**config.mk**
```make
export PLATFORM = sky130hd
export DESIGN_NAME = pack_protect
export DESIGN_NICKNAME = d
export VERILOG_FILES = /design/src/verilog/bms_pkg.sv /design/src/verilog/alarm_timer_if.sv /design/src/verilog/alarm_timer.sv /design/src/verilog/pack_protect.sv
export SDC_FILE = /design/constraint.sdc
export NUM_CORES = 1
export LEC_CHECK = 0
export ABC_AREA = 1
export BUFFER_PORTS_ARGS = -buffer_cell sky130_fd_sc_hd__buf_2
export CAP_MARGIN = 5
export CORE_MARGIN = 4
export CORE_UTILIZATION = 60
export CTS_CLUSTER_SIZE = 30
export DETAILED_ROUTE_END_ITERATION = 10
export PLACE_DENSITY_LB_ADDON = 0.15
export SLEW_MARGIN = 15
export SYNTH_ARGS = -nofsm -noshare
export SYNTH_HDL_FRONTEND = slang
export SYNTH_SLANG_ARGS = --single-unit
export TNS_END_PERCENT = 1
```
**constraint.sdc**
```tcl
create_clock -name ref_clk -period 6.3 [get_ports ref_clk]
set_input_delay 0.315 -clock ref_clk [delete_from_list [all_inputs] [get_ports ref_clk]]
set_output_delay 0.315 -clock ref_clk [all_outputs]
set_load 0.01 [all_outputs]
```
**src/verilog/bms_pkg.sv**
```systemverilog
// Constants shared by the pack protection controller and its alarm timers.
// Assumes a 125 MHz ref_clk; voltages in mV, current in 0.1 A, temperature in deg C.
package bms_pkg;

  // Clock and timing
  localparam int CLK_FREQ_HZ  = 125_000_000;
  localparam int TICK_TIME_MS = 1000;
  localparam int TICK_CYCLES  = (CLK_FREQ_HZ / 1000) * TICK_TIME_MS;
  localparam int TONE_TIME_MS = 100;
  localparam int TONE_CYCLES  = (CLK_FREQ_HZ / 1000) * TONE_TIME_MS;

  // Parameter slots written by the set command
  localparam logic [4:0] P_UV_TRIP     = 5'h00;
  localparam logic [4:0] P_UV_REC      = 5'h01;
  localparam logic [4:0] P_OV_TRIP     = 5'h02;
  localparam logic [4:0] P_OV_REC      = 5'h03;
  localparam logic [4:0] P_BAL_SPREAD  = 5'h04;
  localparam logic [4:0] P_SHUTDOWN_V  = 5'h05;
  localparam logic [4:0] P_CHG_OC_I    = 5'h06;
  localparam logic [4:0] P_CHG_OC_DLY  = 5'h07;
  localparam logic [4:0] P_CHG_OC_REL  = 5'h08;
  localparam logic [4:0] P_DSG_OC_I    = 5'h09;
  localparam logic [4:0] P_DSG_OC_DLY  = 5'h0A;
  localparam logic [4:0] P_DSG_OC_REL  = 5'h0B;
  localparam logic [4:0] P_SC_REL      = 5'h0C;
  localparam logic [4:0] P_BAL_START_V = 5'h0D;
  localparam logic [4:0] P_COT_TRIP    = 5'h0E;
  localparam logic [4:0] P_COT_REC     = 5'h0F;
  localparam logic [4:0] P_CUT_TRIP    = 5'h10;
  localparam logic [4:0] P_CUT_REC     = 5'h11;
  localparam logic [4:0] P_BAL_MAX_I   = 5'h12;
  localparam logic [4:0] PARAM_COUNT   = 5'h13;

  // Values after reset, one per slot in slot order
  localparam logic [15:0] PARAM_RESET [0:18] = '{
    16'h0A8C, 16'h0B54, 16'h0E10, 16'h0DAC, 16'h000A, 16'h0A28,
    16'h03E8, 16'h001E, 16'h003C, 16'h03E8, 16'h001E, 16'h003C,
    16'h003C, 16'h0C1C, 16'h003C, 16'h0037, 16'h0000, 16'h0005,
    16'h0006
  };

  // Fixed power switch temperature limits, not programmable
  localparam logic signed [15:0] SW_OT_TRIP_C = 16'sh004B;
  localparam logic signed [15:0] SW_OT_REC_C  = 16'sh0041;

  typedef enum logic [0:0] {
    BAL_IDLE = 1'b0,
    BAL_RUN  = 1'b1
  } bal_state_e;

  typedef enum logic [0:0] {
    T_WATCH = 1'b0,
    T_HOLD  = 1'b1
  } timer_state_e;

endpackage : bms_pkg

```
**src/verilog/alarm_timer_if.sv**
```systemverilog
// Carrier between the controller and one timed alarm.
// Assumes both ends run on ref_clk.
`timescale 1ns/1ns
`default_nettype none

interface alarm_timer_if;
  logic        cond;
  logic [15:0] delay_s;
  logic [15:0] release_s;
  logic        alarm;

  modport ctrl (output cond, output delay_s, output release_s, input alarm);
  modport tmr  (input cond, input delay_s, input release_s, output alarm);
endinterface : alarm_timer_if

`default_nettype wire

```
**src/verilog/alarm_timer.sv**
```systemverilog
// Timed alarm: trips after a fault persists, releases after a fixed hold.
// Assumes sec_tick is a one-cycle pulse once per second on ref_clk.
`timescale 1ns/1ns
`default_nettype none

module alarm_timer (
  // Clock and reset
  input  wire logic        ref_clk,
  input  wire logic        reset_n,
  // Seconds tick
  input  wire logic        sec_tick,
  // Controller side
  alarm_timer_if.tmr       tif
);

  bms_pkg::timer_state_e state_reg;
  logic [15:0]           cnt_reg;

  // Delay counts whole ticks while the fault stands; a gap restarts it
  always_ff @(posedge ref_clk or negedge reset_n)
  begin
    if (!reset_n)
    begin
      state_reg <= bms_pkg::T_WATCH;
      cnt_reg   <= 16'h0000;
    end
    else
    begin
      case (state_reg)
        bms_pkg::T_WATCH:
        begin
          if (!tif.cond)
            cnt_reg <= 16'h0000;
          else if (cnt_reg >= tif.delay_s)
          begin
            state_reg <= bms_pkg::T_HOLD;
            cnt_reg   <= 16'h0000;
          end
          else if (sec_tick)
            cnt_reg <= cnt_reg + 16'h0001;
        end
        bms_pkg::T_HOLD:
        begin
          // Release is timed only, not tied to the fault clearing
          if (cnt_reg >= tif.release_s)
          begin
            state_reg <= bms_pkg::T_WATCH;
            cnt_reg   <= 16'h0000;
          end
          else if (sec_tick)
            cnt_reg <= cnt_reg + 16'h0001;
        end
        default:
        begin
          state_reg <= bms_pkg::T_WATCH;
          cnt_reg   <= 16'h0000;
        end
      endcase
    end
  end

  assign tif.alarm = (state_reg == bms_pkg::T_HOLD);

  a_trip_needs_fault: assert property (@(posedge ref_clk) disable iff (!reset_n)
    $rose(tif.alarm) |-> $past(tif.cond) && $past(cnt_reg >= tif.delay_s))
    else $error("Timed alarm rose without a persisting fault");

  a_release_after_hold: assert property (@(posedge ref_clk) disable iff (!reset_n)
    $fell(tif.alarm) |-> $past(cnt_reg >= tif.release_s))
    else $error("Timed alarm released before its hold elapsed");

endmodule : alarm_timer

`default_nettype wire

```
**src/verilog/pack_protect.sv**
```systemverilog
// Pack protection and balancing controller: thresholds, alarms, switches, calibration.
// Assumes measurements come from same-clock front ends; short_det is an async pin.
`timescale 1ns/1ns
`default_nettype none

// What this block does
// Balance runs while enabled, spread over trigger and cell over start voltage.
// Application should set trigger spread 0.005V above 50Ah, else 0.01V.
// Any cell below under-voltage trip raises alarm, opens discharge switch.
// Under-voltage alarm clears only when all cells exceed recovery level.
// Any cell above overcharge trip raises alarm, opens charge switch.
// Overcharge alarm clears only when all cells fall below recovery level.
// Device shuts down when lowest cell reaches shutdown voltage.
// Application must set shutdown voltage below under-voltage trip.
// Charge current over limit longer than delay raises alarm, opens charge switch.
// Charge over-current alarm clears after its release time.
// Discharge current over limit longer than delay raises alarm, opens discharge.
// Discharge over-current alarm clears after its release time.
// Short-circuit trip is removed automatically after its release time.
// Application keeps maximum balance current at most 0.1 of capacity.
// Charging over-temperature opens charge switch; clears below recovery value.
// Charging low temperature opens charge switch; clears above recovery value.
// Switch temperature over 75 opens both switches; released below 65.
// Parameter takes effect only on set command; tone sounds on acceptance.
// Voltage calibration corrects pack voltage scaling to the submitted value; the code applies an offset instead.
// Current calibration corrects current scaling to the submitted value; the code applies an offset instead.
// Balancing never runs while the balance switch is off.
// Alarms are independent; a switch closes only with no alarm holding it.
// Delays and release times count a one-second tick from the clock.
module pack_protect #(
  parameter int TICK_CYCLES = bms_pkg::TICK_CYCLES,
  parameter int TONE_CYCLES = bms_pkg::TONE_CYCLES
) (
  // Clock and reset
  input  wire logic               ref_clk,
  input  wire logic               reset_n,
  // Measurements
  input  wire logic [15:0]        cell_v_max,
  input  wire logic [15:0]        cell_v_min,
  input  wire logic [15:0]        pack_v_raw,
  input  wire logic signed [15:0] pack_i_raw,
  input  wire logic signed [15:0] batt_temp,
  input  wire logic signed [15:0] switch_temp,
  input  wire logic               short_det,
  // User switches
  input  wire logic               charge_allow,
  input  wire logic               discharge_allow,
  input  wire logic               balance_allow,
  // Parameter and calibration commands
  input  wire logic               param_set,
  input  wire logic [4:0]         param_sel,
  input  wire logic [15:0]        param_value,
  input  wire logic               cal_v_set,
  input  wire logic               cal_i_set,
  input  wire logic [15:0]        cal_value,
  // Power switches and balancing
  output logic                    charge_sw_on,
  output logic                    discharge_sw_on,
  output logic                    balance_run,
  output logic [15:0]             bal_i_limit,
  output logic                    shutdown_req,
  // Alarms
  output logic                    alarm_uv,
  output logic                    alarm_ov,
  output logic                    alarm_chg_oc,
  output logic                    alarm_dsg_oc,
  output logic                    alarm_short,
  output logic                    alarm_chg_ot,
  output logic                    alarm_chg_ut,
  output logic                    alarm_sw_ot,
  // Corrected readings and tone
  output logic [15:0]             pack_v_out,
  output logic signed [15:0]      pack_i_out,
  output logic                    tone_on
);

  localparam int TICK_W = $clog2(TICK_CYCLES);
  localparam int TONE_W = $clog2(TONE_CYCLES + 1);

  // Refused at elaboration: a one-cycle tick leaves the counter no width
  if (TICK_CYCLES < 2 || TONE_CYCLES < 1)
  begin : g_bad_counts
    $error("pack_protect: tick and tone counts too small");
  end

  logic [15:0]        cfg_reg [0:18];
  logic [TICK_W-1:0]  tick_cnt_reg;
  logic               sec_tick_reg;
  logic [TONE_W-1:0]  tone_cnt_reg;
  logic               short_meta_reg;
  logic               short_sync_reg;
  logic signed [16:0] v_off_reg;
  logic signed [16:0] i_off_reg;
  logic signed [16:0] v_sum;
  logic signed [16:0] i_sum;
  logic signed [15:0] i_now;
  logic [15:0]        spread;
  logic               charging;
  logic               discharging;
  logic               chg_block;
  logic               dsg_block;
  bms_pkg::bal_state_e bal_state_reg;

  alarm_timer_if chg_oc_if ();
  alarm_timer_if dsg_oc_if ();
  alarm_timer_if short_if ();

  // One-second tick for every timed alarm
  always_ff @(posedge ref_clk or negedge reset_n)
  begin
    if (!reset_n)
    begin
      tick_cnt_reg <= '0;
      sec_tick_reg <= 1'b0;
    end
    else if (tick_cnt_reg == TICK_W'(TICK_CYCLES - 1))
    begin
      tick_cnt_reg <= '0;
      sec_tick_reg <= 1'b1;
    end
    else
    begin
      tick_cnt_reg <= tick_cnt_reg + 1'b1;
      sec_tick_reg <= 1'b0;
    end
  end

  // Short detector is a pin, so synchronise before use
  always_ff @(posedge ref_clk or negedge reset_n)
  begin
    if (!reset_n)
    begin
      short_meta_reg <= 1'b0;
      short_sync_reg <= 1'b0;
    end
    else
    begin
      short_meta_reg <= short_det;
      short_sync_reg <= short_meta_reg;
    end
  end

  // Parameter store; out-of-range slots are ignored and give no tone
  always_ff @(posedge ref_clk or negedge reset_n)
  begin
    if (!reset_n)
    begin
      for (int k = 0; k < 19; k++)
        cfg_reg[k] <= bms_pkg::PARAM_RESET[k];
    end
    else if (param_set && param_sel < bms_pkg::PARAM_COUNT)
      cfg_reg[param_sel] <= param_value;
  end

  always_ff @(posedge ref_clk or negedge reset_n)
  begin
    if (!reset_n)
      tone_cnt_reg <= '0;
    else if (param_set && param_sel < bms_pkg::PARAM_COUNT)
      tone_cnt_reg <= TONE_W'(TONE_CYCLES);
    else if (tone_cnt_reg != '0)
      tone_cnt_reg <= tone_cnt_reg - 1'b1;
  end

  assign tone_on = (tone_cnt_reg != '0);

  // Offset calibration; voltage only taken with both switches open
  always_ff @(posedge ref_clk or negedge reset_n)
  begin
    if (!reset_n)
    begin
      v_off_reg <= 17'sh00000;
      i_off_reg <= 17'sh00000;
    end
    else
    begin
      if (cal_v_set && !charge_sw_on && !discharge_sw_on)
        v_off_reg <= $signed({1'b0, cal_value}) - $signed({1'b0, pack_v_raw});
      if (cal_i_set)
        i_off_reg <= 17'($signed(cal_value)) - 17'(pack_i_raw);
    end
  end

  assign v_sum = $signed({1'b0, pack_v_raw}) + v_off_reg;
  assign i_sum = 17'(pack_i_raw) + i_off_reg;
  assign i_now = i_sum[15:0];

  always_ff @(posedge ref_clk or negedge reset_n)
  begin
    if (!reset_n)
    begin
      pack_v_out <= 16'h0000;
      pack_i_out <= 16'sh0000;
    end
    else
    begin
      pack_v_out <= v_sum[15:0];
      pack_i_out <= i_now;
    end
  end

  assign charging    = (i_now > 16'sh0000);
  assign discharging = (i_now < 16'sh0000);

  // Cell voltage alarms with hysteresis
  always_ff @(posedge ref_clk or negedge reset_n)
  begin
    if (!reset_n)
    begin
      alarm_uv <= 1'b0;
      alarm_ov <= 1'b0;
    end
    else
    begin
      if (cell_v_min < cfg_reg[bms_pkg::P_UV_TRIP])
        alarm_uv <= 1'b1;
      else if (cell_v_min > cfg_reg[bms_pkg::P_UV_REC])
        alarm_uv <= 1'b0;
      if (cell_v_max > cfg_reg[bms_pkg::P_OV_TRIP])
        alarm_ov <= 1'b1;
      else if (cell_v_max < cfg_reg[bms_pkg::P_OV_REC])
        alarm_ov <= 1'b0;
    end
  end

  // Temperature alarms; charge ones only trip while charging
  always_ff @(posedge ref_clk or negedge reset_n)
  begin
    if (!reset_n)
    begin
      alarm_chg_ot <= 1'b0;
      alarm_chg_ut <= 1'b0;
      alarm_sw_ot  <= 1'b0;
    end
    else
    begin
      if (charging && batt_temp > $signed(cfg_reg[bms_pkg::P_COT_TRIP]))
        alarm_chg_ot <= 1'b1;
      else if (batt_temp < $signed(cfg_reg[bms_pkg::P_COT_REC]))
        alarm_chg_ot <= 1'b0;
      if (charging && batt_temp < $signed(cfg_reg[bms_pkg::P_CUT_TRIP]))
        alarm_chg_ut <= 1'b1;
      else if (batt_temp > $signed(cfg_reg[bms_pkg::P_CUT_REC]))
        alarm_chg_ut <= 1'b0;
      if (switch_temp > bms_pkg::SW_OT_TRIP_C)
        alarm_sw_ot <= 1'b1;
      else if (switch_temp < bms_pkg::SW_OT_REC_C)
        alarm_sw_ot <= 1'b0;
    end
  end

  // Shutdown latches until reset; nothing inside can wake the pack
  always_ff @(posedge ref_clk or negedge reset_n)
  begin
    if (!reset_n)
      shutdown_req <= 1'b0;
    else if (cell_v_min <= cfg_reg[bms_pkg::P_SHUTDOWN_V])
      shutdown_req <= 1'b1;
  end

  // Timed alarms
  assign chg_oc_if.cond      = charging && (i_now > $signed(cfg_reg[bms_pkg::P_CHG_OC_I]));
  assign chg_oc_if.delay_s   = cfg_reg[bms_pkg::P_CHG_OC_DLY];
  assign chg_oc_if.release_s = cfg_reg[bms_pkg::P_CHG_OC_REL];
  assign dsg_oc_if.cond      = discharging && (-17'(i_now) > 17'(cfg_reg[bms_pkg::P_DSG_OC_I]));
  assign dsg_oc_if.delay_s   = cfg_reg[bms_pkg::P_DSG_OC_DLY];
  assign dsg_oc_if.release_s = cfg_reg[bms_pkg::P_DSG_OC_REL];
  assign short_if.cond       = short_sync_reg;
  assign short_if.delay_s    = 16'h0000;
  assign short_if.release_s  = cfg_reg[bms_pkg::P_SC_REL];

  alarm_timer u_chg_oc (.ref_clk(ref_clk), .reset_n(reset_n), .sec_tick(sec_tick_reg),
                        .tif(chg_oc_if.tmr));
  alarm_timer u_dsg_oc (.ref_clk(ref_clk), .reset_n(reset_n), .sec_tick(sec_tick_reg),
                        .tif(dsg_oc_if.tmr));
  alarm_timer u_short  (.ref_clk(ref_clk), .reset_n(reset_n), .sec_tick(sec_tick_reg),
                        .tif(short_if.tmr));

  assign alarm_chg_oc = chg_oc_if.alarm;
  assign alarm_dsg_oc = dsg_oc_if.alarm;
  assign alarm_short  = short_if.alarm;

  // Each switch opens if any alarm holding it is set
  assign chg_block = alarm_ov | alarm_chg_oc | alarm_chg_ot | alarm_chg_ut | alarm_sw_ot;
  assign dsg_block = alarm_uv | alarm_dsg_oc | alarm_short | alarm_sw_ot;

  always_ff @(posedge ref_clk or negedge reset_n)
  begin
    if (!reset_n)
    begin
      charge_sw_on    <= 1'b0;
      discharge_sw_on <= 1'b0;
    end
    else
    begin
      charge_sw_on    <= charge_allow && !shutdown_req && !chg_block;
      discharge_sw_on <= discharge_allow && !shutdown_req && !dsg_block;
    end
  end

  // Balancing with hold band between start and stop
  assign spread = (cell_v_max > cell_v_min) ? (cell_v_max - cell_v_min) : 16'h0000;

  always_ff @(posedge ref_clk or negedge reset_n)
  begin
    if (!reset_n)
      bal_state_reg <= bms_pkg::BAL_IDLE;
    else
    begin
      case (bal_state_reg)
        bms_pkg::BAL_IDLE:
          if (balance_allow && spread > cfg_reg[bms_pkg::P_BAL_SPREAD]
              && cell_v_max > cfg_reg[bms_pkg::P_BAL_START_V])
            bal_state_reg <= bms_pkg::BAL_RUN;
        bms_pkg::BAL_RUN:
          if (!balance_allow)
            bal_state_reg <= bms_pkg::BAL_IDLE;
          else if (spread < cfg_reg[bms_pkg::P_BAL_SPREAD]
                   || cell_v_max < cfg_reg[bms_pkg::P_BAL_START_V])
            bal_state_reg <= bms_pkg::BAL_IDLE;
        default:
          bal_state_reg <= bms_pkg::BAL_IDLE;
      endcase
    end
  end

  // Gate with the live switch so turning it off stops at once
  assign balance_run = (bal_state_reg == bms_pkg::BAL_RUN) && balance_allow;
  assign bal_i_limit = cfg_reg[bms_pkg::P_BAL_MAX_I];

  a_uv_opens_dsg: assert property (@(posedge ref_clk) disable iff (!reset_n)
    (cell_v_min < cfg_reg[bms_pkg::P_UV_TRIP]) |=> alarm_uv ##1 !discharge_sw_on)
    else $error("Under-voltage did not open discharge switch");

  a_uv_holds: assert property (@(posedge ref_clk) disable iff (!reset_n)
    $fell(alarm_uv) |-> $past(cell_v_min > cfg_reg[bms_pkg::P_UV_REC]))
    else $error("Under-voltage alarm cleared before recovery");

  a_ov_opens_chg: assert property (@(posedge ref_clk) disable iff (!reset_n)
    (cell_v_max > cfg_reg[bms_pkg::P_OV_TRIP]) |=> alarm_ov ##1 !charge_sw_on)
    else $error("Overcharge did not open charge switch");

  a_ov_holds: assert property (@(posedge ref_clk) disable iff (!reset_n)
    $fell(alarm_ov) |-> $past(cell_v_max < cfg_reg[bms_pkg::P_OV_REC]))
    else $error("Overcharge alarm cleared before recovery");

  a_shutdown_latch: assert property (@(posedge ref_clk) disable iff (!reset_n)
    (cell_v_min <= cfg_reg[bms_pkg::P_SHUTDOWN_V]) |=> shutdown_req [*3])
    else $error("Shutdown not taken or not held");

  a_sw_ot_both: assert property (@(posedge ref_clk) disable iff (!reset_n)
    (switch_temp > bms_pkg::SW_OT_TRIP_C) |=> ##1 (!charge_sw_on && !discharge_sw_on))
    else $error("Switch over-temperature left a switch closed");

  a_balance_off: assert property (@(posedge ref_clk) disable iff (!reset_n)
    !balance_allow |-> !balance_run ##1 (bal_state_reg == bms_pkg::BAL_IDLE))
    else $error("Balancing ran with the balance switch off");

  a_balance_start: assert property (@(posedge ref_clk) disable iff (!reset_n)
    $rose(balance_run) |-> $past(spread > cfg_reg[bms_pkg::P_BAL_SPREAD])
                           || $past(bal_state_reg == bms_pkg::BAL_RUN))
    else $error("Balancing started without enough spread");

  a_tone_on_set: assert property (@(posedge ref_clk) disable iff (!reset_n)
    (param_set && param_sel < bms_pkg::PARAM_COUNT) |=> tone_on
    && cfg_reg[$past(param_sel)] == $past(param_value))
    else $error("Accepted parameter gave no tone or was not stored");

  a_switch_closes: assert property (@(posedge ref_clk) disable iff (!reset_n)
    charge_sw_on |-> $past(!chg_block && charge_allow && !shutdown_req))
    else $error("Charge switch closed while an alarm held it");

endmodule : pack_protect

`default_nettype wire

```
==> results.yml <==
logic_synthesis:
  synth_cell_area_mm2: 0.0306
  synthesized_net_count: 4304
  post_synth_inst_count: 3791
  proportion_of_synthesized_chip_area_in_sequential_cells_pct: 39.7
  ys.warnings.count: 0
  post-synth-top-count-cell: "nand2_1"
  synth.top_cells.by_count: "nand2_1, inv_1, o21ai_0"
  syn-mean-instance-area_um2: 8.08
  yosysUniqueCellTypes: 66
  main_area_contributors_after_synthesis: "dfrtp_1, ha_1, nand2_1"
  async_reset_ff_share_pct: 100
  postSynth.topFlopCell: "dfrtp_1"
  synth_area_leader: "dfrtp_1"
  area_fraction_of_the_dominant_cell_type_after_synthesis_pct: 33.0
  post_synth_edffs: 0
  ys_seq_elements: 482
floorplanning:
  initial_core_util_pct: 60.9
  floorplan.rows: 82
  die_area_mm2: 0.0547
  horizontal_extent_of_the_die_um: 234
  die_y_um: 234
  design.core.area_mm2: 0.0503
  io_pins: 203
worst_setup_path:
  cell_family_with_the_largest_share_of_critical_path_delay: "simple AND/OR/NAND/NOR gates"
  timing.setup.critical_path_class: "reg2reg"
  worstPathArrival_ps: 5060
  max_stage_delay_ps: 480
  cp_data_required_time_ps: 6810
  setup.worst_path.start_class: "flop"
  crit_path_max_fanout: 17
  cp_slowest_cell: "xor2_1"
  critical_path.endpoint_type: "flop"
  critical_path.n_buffers_inverters: 3
  critical_path.cell_chain: "ha_1 -> fa_1 -> nand3_1 -> nand3_2 -> nand2_1 -> nand3_1 -> a21oi_1 -> xor2_1 -> inv_1 -> nand3_2 -> xor2_1 -> inv_1 -> ha_1 -> nand2_1 -> nor2_1 -> inv_1 -> or2_2 -> o311ai_0 -> nand2_1 -> nor2_4 -> nand3_1 -> o21ai_0"
detailed_routing:
  drt-pass1-iter-count: 5
  drt-vias-per-instance: 5.46
  final_antenna_net_count: 0
  drt-total-wl_um: 78900
  drtIter0Drc: 1870
  remaining_drc_errors: 0
  number_of_vias_after_detailed_routing: 25543
  routedWlPerCell_um: 16.9
sta:
  period_utilization_pct: 72.3
  max_slew.worst_pin.slew_ps: 1210
  period_minus_slack_ps: 4550
  final_slew_viol_count: 0
  fin_tns_setup_ps: 0
  rsz0062_at_grt: "no"
  final_clock_skew_ps: 17.7
  relSlewSlack_pct: 19.1
  finalSetupViolations: 0
  finalHoldViolCount: 0
  maxClockFrequency_ghz: 0.220
cells_and_area:
  nNetsFinal: 4472
  area_used_by_multi_input_combinational_logic_mm2: 0.0157
  max_reg_flops: 208
  final_layout_size_suffix_gt1_share_pct: 11.4
  flow.area_growth_from_synthesis_pct: 11.5
  final-seq-area_mm2: 0.0122
  filler_cell_count: 4283
clock_tree:
  tritoncts: "done"
  numCtsBuffers: 55
  clock_sinks: 482
  insertion_delay_ps: 610
  postCtsResizedCells: 0
  post-cts-setup-buffer-count: 0
  clk_pin_slew_worst_setup_hold_paths_ps: 60
  ctsRootBufferMaster: "clkbuf_16"
  htree_num_levels: 2
  max-clock-path-buffers: 3
global_route:
  groute.usage.overall_pct: 28.8
  wire_length_of_the_first_global_routing_pass_um: 126000
  grt_start_max_net_pins: 141
  globalRoute.totalOverflow: 0
  grt_antenna_before_repair: 4
  first_global_vias: 24310
placed_design:
  gpl.final_weighted_congestion: 0.922
  place_hpwl_um: 56400
  numPortBuffers: 202
job:
  drv.max_cap_violation_count: 0
power:
  power_leakage_nw: 16.9
  vdd_drop_max_mv: 0.326
  power.density_mw_per_mm2: 302
  report.power.total_w: 0.0103
run_status:
  run_status: "finished clean"
worst_hold_path:
  hold_class: "in2reg"
[what timing repair did]
item                                    CTS  global route
hold buffers                              5             0
endpoints found under the hold margin    90             0
endpoints found under the setup margin    0             0
[final cells by class]
class                           count  area share [%]
Tap cell                          672            2.46
Inverter                          599            6.59
Multi-Input combinational cell   2594            45.9
Antenna cell                        2          0.0147
Sequential cell                   482            35.6
Clock buffer                       77            4.78
Clock inverter                     25           0.945
Timing Repair Buffer              227            3.68
[cells by family (layout without fill, tap and decap cells)]
family                     count (synthesis)  count (layout)  synth area share, %
buffers and inverters                    715             928                 9.10
xor gates and xnor gates                 120             120                 3.57
muxes                                      1               1               0.0327
other                                      0               2                    0
and+or+nand+nor                         1363            1363                 19.3
AOI/OAI and AO/OA                        739             739                 13.0
adders and majority gates                371             371                 15.3
DFF                                      482             482                 39.7
[report_power, final]
part	switching (W)	internal [W]	leakage, nW
Sequential	0.000299	0.00362	6.05
Clock	0.00135	0.00209	0.952
Combinational	0.00188	0.00107	9.89
Total	0.00353	0.00678	16.9
[worst paths after layout]
kind	start	end	slack, ps	cells past startpoint
setup / recovery	i_off_reg[0]$_DFFE_PN0P_	u_dsg_oc.tif.alarm$_DFF_PN0_	1750	22
hold reg to reg	short_meta_reg$_DFF_PN0_	short_if.cond$_DFF_PN0_	360	0
hold / removal	pack_i_raw[0]	i_off_reg[0]$_DFFE_PN0P_	50	3
setup reg to reg	i_off_reg[0]$_DFFE_PN0P_	u_dsg_oc.tif.alarm$_DFF_PN0_	1750	22
max in group asynchronous	reset_n	i_off_reg[10]$_DFFE_PN0P_	4430	3
min in group asynchronous	reset_n	cfg_reg[240]$_DFFE_PN0P_	360	2
[worst min-delay path: stages]
cell	delay, ps
buf_2	90
ha_1	120
o21ai_0	70
[metal layers]
layer / track usage, % / routed length [µm] / up-vias
li1: - / - / 12800
met5: 0 / 26 / -
met3: 5.30 / 4980 / 156
met4: 9.60 / 2470 / 4
met1: 39.3 / 34700 / 11992
met2: 46.6 / 36700 / 591
[per-stage QoR]
stage               worst slack [ps]  instances  utilization [%]  instance area [µm²]  hold slack (ps)
finish                          1750       4678             67.9                34100             48.1
global route                    1270       4677             67.9                34100             34.4
detailed placement              1680       4567             63.9                32100              340
global placement                1780       4567             63.9                32100              338
CTS                             1740       4674             67.9                34100             8.39
floorplan                       2310       3791                -                30600             19.4
[layout by cell type, fill, tap and decap left out, types with 57 or more instances in the layout]
master and n:
clkbuf_16 57, buf_2 201, o21ai_0 421, nor2_1 212, nand4_1 93, nand3_1 125, a21oi_1 221, xor2_1 79
ha_1 366, nor3_1 63, dfrtp_1 404, inv_1 592, dfstp_2 78, nand2_1 779
No activity file was read; power rests on OpenSTA's default activity.
